--- src/core/bst_pkg.sv ---
// Shared constants and types for the bit-skip and table-read execution block
package bst_pkg;

  // Program and data memory geometry
  localparam int PM_AW     = 12;
  localparam int WORD_W    = 15;
  localparam int PTR_W     = 8;
  localparam int PAGE_W    = PM_AW - PTR_W;
  localparam int DM_AW     = 8;
  localparam int DM_DW     = 8;
  localparam int BIT_W     = 3;
  localparam int HIGH_W    = WORD_W - DM_DW;

  localparam logic [PAGE_W-1:0] LAST_PAGE = 4'hF;

  // Value of the tested bit that makes the skip happen
  localparam logic SKIP_LEVEL = 1'h0;

  // Operation codes presented with the start strobe
  typedef enum logic [1:0] {
    OP_SKIP_IF_BIT_CLEAR = 2'h0,
    OP_TABLE_READ_CURR   = 2'h1,
    OP_TABLE_READ_LAST   = 2'h2,
    OP_NONE              = 2'h3
  } bst_op_t;

  // Execution states, one-hot
  typedef enum logic [4:0] {
    ST_IDLE     = 5'h01,
    ST_BIT_WAIT = 5'h02,
    ST_DUMMY    = 5'h04,
    ST_PM_WAIT  = 5'h08,
    ST_UNUSED   = 5'h10
  } bst_state_t;

endpackage : bst_pkg

--- src/core/bst_tbl_if.sv ---
// Carrier between the executor and the table address and word splitter
`timescale 1ns/1ps
interface bst_tbl_if;
  logic                           last_page;
  logic [bst_pkg::PTR_W-1:0]      ptr;
  logic [bst_pkg::PAGE_W-1:0]     page;
  logic [bst_pkg::WORD_W-1:0]     word;
  logic [bst_pkg::PM_AW-1:0]      pm_addr;
  logic [bst_pkg::DM_DW-1:0]      low_byte;
  logic [bst_pkg::HIGH_W-1:0]     high_part;

  modport exec (
    output last_page,
    output ptr,
    output page,
    output word,
    input  pm_addr,
    input  low_byte,
    input  high_part
  );

  modport tbl (
    input  last_page,
    input  ptr,
    input  page,
    input  word,
    output pm_addr,
    output low_byte,
    output high_part
  );
endinterface : bst_tbl_if

--- src/core/bst_tbl_rd.sv ---
// Table-read address former and program word splitter
`timescale 1ns/1ps
module bst_tbl_rd (
  bst_tbl_if.tbl t
);

  // Page comes from the program counter or is forced to the last one
  always_comb begin
    if (t.last_page) begin
      t.pm_addr = {bst_pkg::LAST_PAGE, t.ptr};
    end else begin
      t.pm_addr = {t.page, t.ptr};
    end
  end

  assign t.low_byte  = t.word[bst_pkg::DM_DW-1:0];
  assign t.high_part = t.word[bst_pkg::WORD_W-1:bst_pkg::DM_DW];

endmodule : bst_tbl_rd

--- src/core/bst_exec.sv ---
// Executor for the bit-test skip and the two table-read instructions
`timescale 1ns/1ps
module bst_exec #(
  parameter int PM_AW  = bst_pkg::PM_AW,
  parameter int WORD_W = bst_pkg::WORD_W
) (
  input  wire logic                           SYS_CLK,
  input  wire logic                           ARST_N,
  input  wire logic                           EXEC_START,
  input  wire logic [1:0]                     EXEC_OP,
  input  wire logic [bst_pkg::DM_AW-1:0]      EXEC_ADDR,
  input  wire logic [bst_pkg::BIT_W-1:0]      EXEC_BIT,
  input  wire logic [bst_pkg::PTR_W-1:0]      TABLE_POINTER,
  input  wire logic [bst_pkg::PAGE_W-1:0]     PC_PAGE,
  input  wire logic [bst_pkg::DM_DW-1:0]      DM_RDATA,
  input  wire logic [bst_pkg::WORD_W-1:0]     PM_RDATA,
  output logic                                DM_RD_EN,
  output logic                                DM_WR_EN,
  output logic [bst_pkg::DM_AW-1:0]           DM_ADDR,
  output logic [bst_pkg::DM_DW-1:0]           DM_WDATA,
  output logic                                PM_RD_EN,
  output logic [bst_pkg::PM_AW-1:0]           PM_ADDR,
  output logic [bst_pkg::HIGH_W-1:0]          TABLE_HIGH_BYTE,
  output logic                                SKIP_NEXT,
  output logic                                DUMMY_SLOT,
  output logic                                FLAG_WE,
  output logic                                BUSY,
  output logic                                EXEC_DONE
);

  // The datapath is laid out for the packaged geometry only
  if (PM_AW != bst_pkg::PM_AW || WORD_W != bst_pkg::WORD_W) begin : g_geom_chk
    $error("bst_exec: unsupported program memory geometry");
  end

  // Bit index must reach every bit of a data byte and no further
  if ((1 << bst_pkg::BIT_W) != bst_pkg::DM_DW) begin : g_bit_chk
    $error("bst_exec: bit index width does not match data width");
  end

  // Table-high register takes whatever the low byte leaves of a word
  if (bst_pkg::HIGH_W < 1 || bst_pkg::PAGE_W < 1) begin : g_split_chk
    $error("bst_exec: word or page split leaves no bits");
  end

  // The last page is the highest one the page field can name
  if (bst_pkg::LAST_PAGE != {bst_pkg::PAGE_W{1'h1}}) begin : g_page_chk
    $error("bst_exec: last page constant is not the final page");
  end

  bst_pkg::bst_state_t                 state;
  bst_pkg::bst_state_t                 next_state;
  bst_pkg::bst_op_t                    op;
  logic [bst_pkg::BIT_W-1:0]           bit_sel;
  logic [bst_pkg::DM_AW-1:0]           addr;
  logic                                start_ok;
  logic                                bit_skip;
  logic                                next_skip;
  logic                                next_dummy;
  logic                                next_busy;
  logic                                next_done;

  bst_tbl_if tif ();

  // Start only accepted when idle; requests while busy are dropped
  assign start_ok = EXEC_START && (state == bst_pkg::ST_IDLE) &&
                    (bst_pkg::bst_op_t'(EXEC_OP) != bst_pkg::OP_NONE);

  // Data memory answers in the same cycle as the read strobe
  assign bit_skip = (DM_RDATA[bit_sel] == bst_pkg::SKIP_LEVEL);

  assign tif.last_page = (bst_pkg::bst_op_t'(EXEC_OP) == bst_pkg::OP_TABLE_READ_LAST);
  assign tif.ptr       = TABLE_POINTER;
  assign tif.page      = PC_PAGE;
  assign tif.word      = PM_RDATA;

  bst_tbl_rd u_tbl (
    .t (tif.tbl)
  );

  // Latched instruction fields
  always_ff @(posedge SYS_CLK or negedge ARST_N) begin
    if (!ARST_N) begin
      op      <= bst_pkg::OP_NONE;
      bit_sel <= '0;
      addr    <= '0;
    end else if (start_ok) begin
      op      <= bst_pkg::bst_op_t'(EXEC_OP);
      bit_sel <= EXEC_BIT;
      addr    <= EXEC_ADDR;
    end
  end

  always_comb begin
    next_state = state;
    case (state)
      bst_pkg::ST_IDLE: begin
        if (start_ok) begin
          if (bst_pkg::bst_op_t'(EXEC_OP) == bst_pkg::OP_SKIP_IF_BIT_CLEAR) begin
            next_state = bst_pkg::ST_BIT_WAIT;
          end else begin
            next_state = bst_pkg::ST_PM_WAIT;
          end
        end
      end
      bst_pkg::ST_BIT_WAIT: begin
        if (bit_skip) begin
          next_state = bst_pkg::ST_DUMMY;
        end else begin
          next_state = bst_pkg::ST_IDLE;
        end
      end
      bst_pkg::ST_DUMMY: begin
        // Slot stands in for the discarded instruction
        next_state = bst_pkg::ST_IDLE;
      end
      bst_pkg::ST_PM_WAIT: begin
        next_state = bst_pkg::ST_IDLE;
      end
      default: begin
        next_state = bst_pkg::ST_IDLE;
      end
    endcase
  end

  always_ff @(posedge SYS_CLK or negedge ARST_N) begin
    if (!ARST_N) begin
      state <= bst_pkg::ST_IDLE;
    end else begin
      state <= next_state;
    end
  end

  // Data memory read for the bit test, write for the table reads
  always_ff @(posedge SYS_CLK or negedge ARST_N) begin
    if (!ARST_N) begin
      DM_RD_EN <= 1'h0;
      DM_WR_EN <= 1'h0;
      DM_ADDR  <= '0;
      DM_WDATA <= '0;
    end else begin
      DM_RD_EN <= 1'h0;
      DM_WR_EN <= 1'h0;
      if (start_ok && bst_pkg::bst_op_t'(EXEC_OP) == bst_pkg::OP_SKIP_IF_BIT_CLEAR) begin
        DM_RD_EN <= 1'h1;
        DM_ADDR  <= EXEC_ADDR;
      end else if (state == bst_pkg::ST_PM_WAIT) begin
        // Write waits for the word; a write at take would store a stale word
        DM_WR_EN <= 1'h1;
        DM_ADDR  <= addr;
        DM_WDATA <= tif.low_byte;
      end
    end
  end

  // Program memory fetch, address formed by the splitter
  always_ff @(posedge SYS_CLK or negedge ARST_N) begin
    if (!ARST_N) begin
      PM_RD_EN <= 1'h0;
      PM_ADDR  <= '0;
    end else begin
      PM_RD_EN <= 1'h0;
      if (start_ok && bst_pkg::bst_op_t'(EXEC_OP) != bst_pkg::OP_SKIP_IF_BIT_CLEAR) begin
        PM_RD_EN <= 1'h1;
        PM_ADDR  <= tif.pm_addr;
      end
    end
  end

  // Updated in the same cycle as the data memory write
  always_ff @(posedge SYS_CLK or negedge ARST_N) begin
    if (!ARST_N) begin
      TABLE_HIGH_BYTE <= '0;
    end else if (state == bst_pkg::ST_PM_WAIT) begin
      TABLE_HIGH_BYTE <= tif.high_part;
    end
  end

  // Pipeline-facing pulses follow the state move of this cycle
  always_comb begin
    next_skip  = (state == bst_pkg::ST_BIT_WAIT) && bit_skip;
    next_dummy = (next_state == bst_pkg::ST_DUMMY);
    next_busy  = (next_state != bst_pkg::ST_IDLE);
    next_done  = (state != bst_pkg::ST_IDLE) && (next_state == bst_pkg::ST_IDLE);
  end

  // Skip signalling toward the fetch pipeline
  always_ff @(posedge SYS_CLK or negedge ARST_N) begin
    if (!ARST_N) begin
      SKIP_NEXT  <= 1'h0;
      DUMMY_SLOT <= 1'h0;
    end else begin
      SKIP_NEXT  <= next_skip;
      DUMMY_SLOT <= next_dummy;
    end
  end

  // None of these instructions writes a flag; kept as a port so the core sees it
  always_ff @(posedge SYS_CLK or negedge ARST_N) begin
    if (!ARST_N) begin
      FLAG_WE <= 1'h0;
    end else begin
      FLAG_WE <= 1'h0;
    end
  end

  // Completion and occupancy
  always_ff @(posedge SYS_CLK or negedge ARST_N) begin
    if (!ARST_N) begin
      BUSY      <= 1'h0;
      EXEC_DONE <= 1'h0;
    end else begin
      BUSY      <= next_busy;
      EXEC_DONE <= next_done;
    end
  end

endmodule : bst_exec

--- config.mk ---
export PLATFORM = sky130hd
export DESIGN_NAME = bst_exec
export DESIGN_NICKNAME = d
export VERILOG_FILES = /design/src/core/bst_pkg.sv /design/src/core/bst_tbl_if.sv /design/src/core/bst_tbl_rd.sv /design/src/core/bst_exec.sv
export SDC_FILE = /design/constraint.sdc
export NUM_CORES = 1
export LEC_CHECK = 0
export ABC_AREA = 1
export BUFFER_PORTS_ARGS = -buffer_cell sky130_fd_sc_hd__buf_2
export CAP_MARGIN = 25
export CORE_MARGIN = 2
export CORE_UTILIZATION = 51
export CTS_BUF_LIST = sky130_fd_sc_hd__clkbuf_8
export CTS_CLUSTER_DIAMETER = 200
export DETAILED_ROUTE_END_ITERATION = 10
export GPL_ROUTABILITY_DRIVEN = 0
export GPL_TIMING_DRIVEN = 1
export PLACE_DENSITY = 0.82
export REMOVE_ABC_BUFFERS = 1
export SETUP_SLACK_MARGIN = 0.4
export SLEW_MARGIN = 20
export SYNTH_ARGS = -nofsm -noshare
export SYNTH_HDL_FRONTEND = slang
export SYNTH_HIERARCHICAL = 1
export SYNTH_SLANG_ARGS = --single-unit
--- constraint.sdc ---
create_clock -name SYS_CLK -period 1.6 [get_ports SYS_CLK]
set_clock_uncertainty 0.1 [all_clocks]
set_input_delay 0.48 -clock SYS_CLK [delete_from_list [all_inputs] [get_ports SYS_CLK]]
set_output_delay 0.48 -clock SYS_CLK [all_outputs]
set_load 0.05 [all_outputs]
Word level (Yosys, flattened, before mapping)
Cells that the tools add are included.

storage, ports and cells
  output and inout bits = 43
  bits in registers = 58

cells by class
  reductions and logical operators = 10
  mux-type cells = 13
  bitwise logic cells = 2
  equality and inequality tests = 9
  $lt $le $gt $ge = 1

operators by type and width
  operator                                                                      number
  8-bit 2-to-1 mux                                                              2
  12-bit 2-to-1 mux                                                             1
  5-bit by 1-bit equality test with 1-bit output, second input constant         2
  5-bit by 1-bit inequality test with 1-bit output, second input constant       2
  5-bit case mux with 2 select lines                                            1
  1-bit logical AND                                                             6
  5-bit by 2-bit equality test with 1-bit output, second input constant         1
  5-bit by 3-bit equality test with 1-bit output, second input constant         1
  5-bit by 4-bit equality test with 1-bit output, second input constant         1
  1-bit 2-to-1 mux                                                              5
  5-bit 2-to-1 mux                                                              1
  3-bit by 4-bit less-than comparator with 1-bit output, second input constant  1
  4-bit 2-to-1 mux                                                              1
  2-bit nonzero test                                                            2
  1-bit binary-select mux with 3-bit select                                     1
  3-bit 2-to-1 mux                                                              1
  2-bit equality test, second input constant                                    1
  2-bit zero test                                                               1
  2-bit inequality test, second input constant                                  1
  1-bit inverter                                                                2
  2-bit AND reduction                                                           1

Logic depth before layout (Yosys ltp)
Gate-level depths: netlist of run 1.

  depth after elaboration = 7
  depth in mapped cells = 9
  gate-level depth less buffers = 8

Cells and area by module
The synthesis of run 1 kept the hierarchy.

modules (own cells, without submodules)
  module      cells each  area each (um2)  times used
  bst_exec    275         2,356.0          1
  bst_tbl_rd  32          206.4            1

Worst setup path after synthesis of run 1
OpenSTA, ideal clock, no wires.

  path kind = register to register
  start point = register state[0]
  end point = register PM_ADDR[1] (netlist bit)
  buffers on the path = 1
  path slack = 0.128 ns
  stages on the path, launching flop included = 9
  data arrival time = 1.255 ns
  library setup time = 0.118 ns
  cells stage by stage = dfstp_2 -> inv_2 -> nor2_2 -> nand3_2 -> nor2_4 -> nand2_2 -> buf_2 -> nand2_1 -> nand2_1

between the ends
  longest elaborated chain between the ends = 4

RTL lines
  what                                            line             text
  start, declared                                 bst_exec.sv:51   bst_pkg::bst_state_t state;
  start signal, assigned                          bst_exec.sv:128  state <= bst_pkg::ST_IDLE;
  start signal, assigned                          bst_exec.sv:130  state <= next_state;
  5-bit by 1-bit equality test with 1-bit output  bst_exec.sv:66   assign start_ok = EXEC_START && (state == bst_pkg::ST_IDLE) &&
  1-bit logical AND (2 in series)                 bst_exec.sv:66
  1-bit logical AND                               bst_exec.sv:163  if (start_ok && bst_pkg::bst_op_t'(EXEC_OP) != bst_pkg::OP_SKIP_IF_BIT_CLEAR) begin
  end signal, assigned                            bst_exec.sv:165  PM_ADDR <= tif.pm_addr;
  end, declared                                   bst_exec.sv:22   output logic [bst_pkg::PM_AW-1:0] PM_ADDR,

Every way passes these cells.
A chain may end at the register's enable or synchronous reset.

Final worst setup path of run 1
  start point = register state[0]
  end point = register DM_ADDR[3] (netlist bit)

between the ends
  longest elaborated chain between the ends = 5

RTL lines
  what                                                           line             text
  5-bit by 1-bit equality test with 1-bit output                 bst_exec.sv:66
  1-bit logical AND (2 in series)                                bst_exec.sv:66
  1-bit logical AND                                              bst_exec.sv:144  if (start_ok && bst_pkg::bst_op_t'(EXEC_OP) == bst_pkg::OP_SKIP_IF_BIT_CLEAR) begin
  8-bit 2-to-1 mux / 2-bit nonzero test (equally long branches)  n/a
  end signal, assigned                                           bst_exec.sv:150  DM_ADDR <= addr;
  end, declared                                                  bst_exec.sv:19   output logic [bst_pkg::DM_AW-1:0] DM_ADDR,

Parallel ways exist; a longest one is shown, timed or not.

==> results of run 1 <==
## layer usage
| layer | GRT usage [%] | part of all wire (%) | wire length [microns] |
|---|---|---|---|
| met5 | 0 | 0 | 0 |
| met4 | 11.3 | 4.4 | 378 |
| met3 | 6.83 | 7.6 | 656 |
| met1 | 34.3 | 38 | 3290 |
| met2 | 44.6 | 50 | 4310 |
## repair_timing
item / in CTS / in global routing
gates cloned: 6 / 0
buffers inserted: 13 / 22
pin swaps: 22 / 11
endpoints found under the setup margin: 99 / 99
gates resized for setup: 146 / 55
## final timing paths
kind | slack (ns) | to | cells past startpoint | startpoint
worst max-delay path | -0.004 | DM_ADDR[3]$_DFFE_PN0P_ | 8 | state[0]$_DFF_PN1_
worst min-delay path | 0.03 | DM_WR_EN$_DFF_PN0_ | 2 | ARST_N
worst min register to register | 0.41 | PM_ADDR[11]$_DFFE_PN0P_ | 2 | PM_ADDR[11]$_DFFE_PN0P_
min in group SYS_CLK | 0.24 | PM_ADDR[7]$_DFFE_PN0P_ | 3 | TABLE_POINTER[7]
max in group asynchronous | 1.06 | state[0]$_DFF_PN1_ | 2 | ARST_N
worst max register to register | -0.004 | DM_ADDR[3]$_DFFE_PN0P_ | 8 | state[0]$_DFF_PN1_
## power breakdown
part	internal [mW]	leakage (nW)	switching [mW]	total (mW)
clock network	0.785	0.113	0.581	1.37
logic	1.00	1.44	1.51	2.52
registers	1.78	0.694	0.290	2.07
## sequential cells by signal, summed over array words and instances (netlist names), 3 cells and up
register and flops:
DM_ADDR 8, state 5, addr 8, TABLE_HIGH_BYTE 7, DM_WDATA 8, PM_ADDR 12, bit_sel 3
## area by class of cell
cell class | count | share of cell area [%]
repair inverters | 1 | 0.390
multi-input cells | 188 | 26.2
clock buffers | 11 | 3.63
inverters | 31 | 3.15
repair buffers | 138 | 28.7
well taps | 67 | 2.01
flip-flops and latches | 58 | 34.8
clock inverters | 5 | 1.11
## metrics by stage
stage,util [%],setup WS [ns],std cells
after floorplan,-,0.0109,276
after global placement,61.6,0.0149,442
after detailed placement,61.6,-0.0764,442
after CTS,79.5,0.110,477
after global routing,87.2,-0.0396,499
final,87.2,-0.00374,499
## kinds of logic (layout without fill, tap and decap cells)
group	Yosys count	count (layout)	synth area share, %
buffers and inverters	63	186	13.4
other	1	2	0.146
flip-flops	58	58	56.7
AND/OR/NAND/NOR	182	183	29.2
AO/OA/AOI/OAI	3	3	0.586
## layout by cell type, fill, tap and decap left out, types with 8 or more instances in the layout
master | netlist | layout
dfrtp_1 | 57 | 57
inv_2 | 3 | 8
buf_6 | 1 | 49
buf_2 | 4 | 50
nand2_4 | 0 | 8
nand2_2 | 1 | 42
inv_1 | 27 | 23
nand3_2 | 2 | 10
buf_4 | 25 | 32
nand3_1 | 23 | 9
clkbuf_8 | 0 | 11
nand2_1 | 146 | 97
==> summary.txt, run 1 <==
Routing
  • Total number of vias: approximately 2.5k
  • DR pass1 iterations: 5
  • Initial DRC Count: 213
  • Post-route ant nets: 0
  • Vias per Instance: between 5 and 6
  • DR WL/cell: roughly 17 microns
  • Drt drc: 0
  • Detailed Route WL: about 8600 microns

Final layout
  • Layout fillers: approximately 220
  • Diodes inserted: 0
  • Nets: approximately 480
  • Area of the multi-input gates: between 0.001 and 0.0015 sq mm
  • Reg area: between 0.001 and 0.0015 sq mm
  • Layout cells sized above 1: 54.9%
  • Area Growth Syn to Fin: 62.8%
  • Post-route cell area: ~0.0042 sq mm

STA
  • Final Setup Violations: 1
  • TNS Setup: -0.00374 ns
  • Setup ws final: -0.00374 ns
  • RSZ-0062 raised after global routing: true
  • F_max: between 600 and 700 MHz
  • Final period util: 100%
  • Worst hold slack: between 0.02 and 0.03 ns
  • Final min period: ~1.6 ns
  • Fin. Hold Viols: 0
  • Fin. max-slew vios: 0

Synthesis
  • Synth Instances: around 300
  • Largest cells by area after synthesis: dfrtp_1 56%, nand2_1 21%, buf_4 7.3%
  • Yosys warns: 6
  • Sequential fraction of the synthesis area: a little under three fifths
  • Ys flop type: dfrtp_1
  • Top cell type's share of synthesized area: approximately 56%
  • Cell variety after synth: 20
  • Post-synthesis cell area: around 0.0026 sq mm
  • Number of synthesized flops with an enable pin: 0
  • Flops & latches, synth: between 50 and 60
  • Most frequent cell after synthesis: nand2_1
  • Fraction of registers with async set/reset: 100%
  • Post-Syn Area per Cell: ~8.3 sq um
  • Commonest cells post-synth: 146 x nand2_1, 57 x dfrtp_1, 27 x inv_1, 25 x buf_4, 23 x nand3_1
  • Post-synth top area cell: dfrtp_1

Placed design
  • Placed Area: 0.00295 sq mm
  • DP Wirelength: about 3800 microns
  • I/O Buffers: slightly above 90

Global routing
  • Largest net degree at the start of global routing: 59
  • Initial antenna violation count: 0
  • Vias in the first global route: between 2k and 2.5k
  • GRT Total Usage: 27.1%
  • First-pass GRT wire length: 11,100 microns
  • Global route overflow: 0

Power
  • Worst vdd ir: ~1100 uV
  • Pwr Total: just under 6 mW
  • Leak: 2.25 nW
  • Power density over the cells: between 1000 and 1500 mW/mm^2

Floorplan
  • IO Pins: 94
  • Die X: roughly 75 microns
  • Rows: 25
  • Die Area: around 0.0056 sq mm
  • Core area: around 0.0048 sq mm
  • Die height: 74.9 microns
  • Starting Density: a little over half

Critical path
  • Crit Path Class: reg -> reg
  • Kind of start point of the critical path: flip-flop
  • Worst-path cell chain: inv_2, nor2_4, buf_4, buf_4, nand3_4, nor2_4, nand2_1, nand3_2
  • Top Family by Delay on Critical Path: simple AND/OR/NAND/NOR gates
  • CP max FO: 5
  • Buffers & Inverters on Critical Path: 3
  • Data arrival, critical path: between 1.5 and 2 ns
  • WP data required: about 1.8 ns
  • Slowest stage cell, crit path: dfstp_2
  • Setup crit end kind: flip-flop
  • CP max stage delay: 0.53 ns

Clocking
  • Clock Latency Late Sink: about 0.34 ns
  • CTS tree: done
  • CTS HTree Levels: 3
  • CTS Buf Count: 9
  • Clock slew at reported path FFs: roughly 0.07 ns
  • CTS root buffer: clkbuf_8
  • CTS Hold Buffers Added: 0
  • Sink Count: a little under 60
  • Clock buffer depth: 2

Status
  • Failing checks: negative setup slack
  • Outcome: finished, violations left

Min path
  • Hold/Removal Path Class: in -> async

Job
  • Maxcap violations: 0
(Power assumes the default switching activity.)
==> run 2, diff against run 1 <==
--- a/config.mk
+++ b/config.mk
@@ -8,8 +8,9 @@
 export ABC_AREA = 1
 export BUFFER_PORTS_ARGS = -buffer_cell sky130_fd_sc_hd__buf_2
 export CAP_MARGIN = 25
+export CORE_ASPECT_RATIO = 0.75
 export CORE_MARGIN = 2
-export CORE_UTILIZATION = 51
+export CORE_UTILIZATION = 50
 export CTS_BUF_LIST = sky130_fd_sc_hd__clkbuf_8
 export CTS_CLUSTER_DIAMETER = 200
 export DETAILED_ROUTE_END_ITERATION = 10
@@ -21,5 +22,4 @@
 export SLEW_MARGIN = 20
 export SYNTH_ARGS = -nofsm -noshare
 export SYNTH_HDL_FRONTEND = slang
-export SYNTH_HIERARCHICAL = 1
 export SYNTH_SLANG_ARGS = --single-unit
==> summary.txt, run 2 <==
Clocking
  • Clock Latency Late Sink: 0.35 ns
  • Sink Count: slightly below 60
  • Clock slew at reported path FFs: 0.08 ns
  • CTS HTree Levels: 3
  • CTS tree: done
  • Clock buffer depth: 2
  • CTS root buffer: clkbuf_8
  • CTS Buf Count: 9

Floorplan
  • Die X: 83.2 microns
  • Rows: 21
  • IO Pins: 94
  • Core area: approximately 0.0045 sq mm
  • Die height: ~63 microns
  • Die Area: around 0.0053 sq mm
  • Starting Density: between 50% and 60%

STA
  • RSZ-0062 raised after global routing: true
  • Fin. Hold Viols: 0
  • Final min period: between 1.5 and 2 ns
  • Setup ws final: -0.0153 ns
  • Worst hold slack: 0.00715 ns
  • Fin. max-slew vios: 0
  • F_max: 619 MHz
  • Final period util: 101%
  • Final Setup Violations: 4

Final layout
  • Area Growth Syn to Fin: 76.6%
  • Nets: roughly 460
  • Layout cells sized above 1: 56.6%
  • Final instance count without filler cells: about 470
  • Diodes inserted: 0
  • Max FFs per register: 12
  • Layout Utilization: 92.5%
  • Layout fillers: roughly 170
  • Most common cell after layout, fill and taps aside: nand2_1
  • Most frequent cells in the layout: 89 x nand2_1, 56 x dfrtp_1, 50 x buf_2
  • Most flops, register: PM_ADDR

Global routing
  • Vias in the first global route: 2,172
  • First-pass GRT wire length: ~9900 microns
  • Initial antenna violation count: 0
  • GRT Total Usage: about a quarter
  • Global route overflow: 0
  • Largest net degree at the start of global routing: between 50 and 60

Routing
  • Vias per Instance: approximately 5.6
  • Post-route ant nets: 0
  • DR WL/cell: between 20 and 25 microns
  • Initial DRC Count: approximately 190
  • Detailed Route WL: between 9000 and 10,000 microns
  • DR pass1 iterations: 7
  • Total number of vias: ~2.6k
  • Drt drc: 0

Critical path
  • WP data required: between 1.5 and 2 ns
  • Data arrival, critical path: roughly 1.7 ns
  • CP max FO: 5
  • Crit Path Class: reg -> reg
  • Kind of start point of the critical path: flip-flop
  • Setup crit end kind: flip-flop

Synthesis
  • Cell variety after synth: 23
  • Ys flop type: dfrtp_1
  • Number of synthesized flops with an enable pin: 0
  • Flops & latches, synth: 58
  • Post-synthesis cell area: around 0.0024 sq mm
  • Largest cells by area after synthesis: dfrtp_1 61%, nand2_1 21%, nand3_1 5.1%
  • Commonest cells post-synth: 130 x nand2_1, 57 x dfrtp_1, 25 x inv_1, 24 x nand3_1, 6 x o21ai_0
  • Fraction of registers with async set/reset: 100%
  • Post-synth top area cell: dfrtp_1
  • Yosys warns: 0
  • Sequential fraction of the synthesis area: roughly 62%
  • Post-Syn Area per Cell: 8.78 sq um
  • Synth Instances: 268
  • Top cell type's share of synthesized area: between 60% and 70%
  • Most frequent cell after synthesis: nand2_1

Job
  • Maxcap violations: 0

Placed design
  • DP Wirelength: 3500 microns
  • I/O Buffers: slightly above 90
  • Pre-CTS setup slack: between 0.002 and 0.003 ns
  • Placed insts: around 420

Power
  • Pwr Total: 5.74 mW
  • Worst vdd ir: 1140 uV
  • Leak: approximately 2.3 nW
  • Power density over the cells: about 1400 mW/mm^2

Status
  • Outcome: finished, violations left
  • Failing checks: negative setup slack

Min path
  • Hold/Removal Path Class: in -> async
[run 2: cell types whose count changed after synthesis, moves of 3 or more]
cell     delta
buf_4      -23
nand2_1    -16
a21oi_1     +4
inv_2       -3
nor2_1      -3
o21ai_0     +3
[run 2: critical path, cell delays in order (launching register included)]
cell and delay [ns]:
dfrtp_1 0.39, inv_1 0.18, nand3_2 0.13, nor2_4 0.21, nand3_4 0.16, buf_6 0.18
nand3_2 0.07, nand3_2 0.08
[run 2: path summary, 6_finish.rpt]
path	from	to	slack [ns]	cells after the start
max reg2reg	state[4]$_DFF_PN0_	DM_ADDR[6]$_DFFE_PN0P_	-0.02	7
min reg2reg	addr[7]$_DFFE_PN0P_	addr[7]$_DFFE_PN0P_	0.40	2
min	ARST_N	DM_RD_EN$_DFF_PN0_	0.007	2
max	state[4]$_DFF_PN0_	DM_ADDR[6]$_DFFE_PN0P_	-0.02	7
min in group SYS_CLK	TABLE_POINTER[3]	PM_ADDR[3]$_DFFE_PN0P_	0.23	3
max in group asynchronous	ARST_N	state[0]$_DFF_PN1_	1.08	2
[run 2: metrics by stage]
stage	TNS, ns	cell area, sq um
floorplan	-6.03	2310
global placement	0	2910
detailed placement	0	2910
CTS	0	3620
global route	-0.425	4160
finish	-0.0317	4160
[run 2: routing by layer]
| metal | global-route usage, % | wire, microns |
|---|---|---|
| met1 | 28.4 | 3310 |
| met3 | 9.04 | 903 |
| met4 | 5.53 | 529 |
| met2 | 41.6 | 4940 |
| met5 | 0 | 0 |
[run 2: kinds of logic after synthesis]
| logic type | count (synthesis) | share of synthesized area (%) |
|---|---|---|
| AOI/OAI and AO/OA | 12 | 2.98 |
| buffers and inverters | 35 | 6.49 |
| DFF | 58 | 61.8 |
| other | 1 | 0.159 |
| and+or+nand+nor | 162 | 28.6 |
[run 2: what timing repair did]
item	4_1_cts	5_1_grt
hold buffers	0	0
setup endpoints to repair	98	99
gates resized for setup	124	84
setup buffers	10	16
gates cloned	4	6
pin swaps	10	20
[run 2: area by class of cell]
cell class	count	area [sq um]	share of cell area, %
inverters	28	143	3.43
multi-input cells	178	1130	27.1
well taps	57	71.3	1.72
repair inverters	1	8.76	0.211
clock inverters	6	33.8	0.813
flip-flops and latches	58	1450	35.0
repair buffers	131	1180	28.4
clock buffers	10	138	3.31
[run 2: power breakdown]
| part | internal, mW | switching, mW | total [mW] | leakage (nW) |
|---|---|---|---|---|
| registers | 1.78 | 0.279 | 2.06 | 0.695 |
| clock network | 0.589 | 0.618 | 1.21 | 0.0892 |
| logic | 0.946 | 1.53 | 2.47 | 1.51 |
| total | 3.31 | 2.42 | 5.74 | 2.30 |
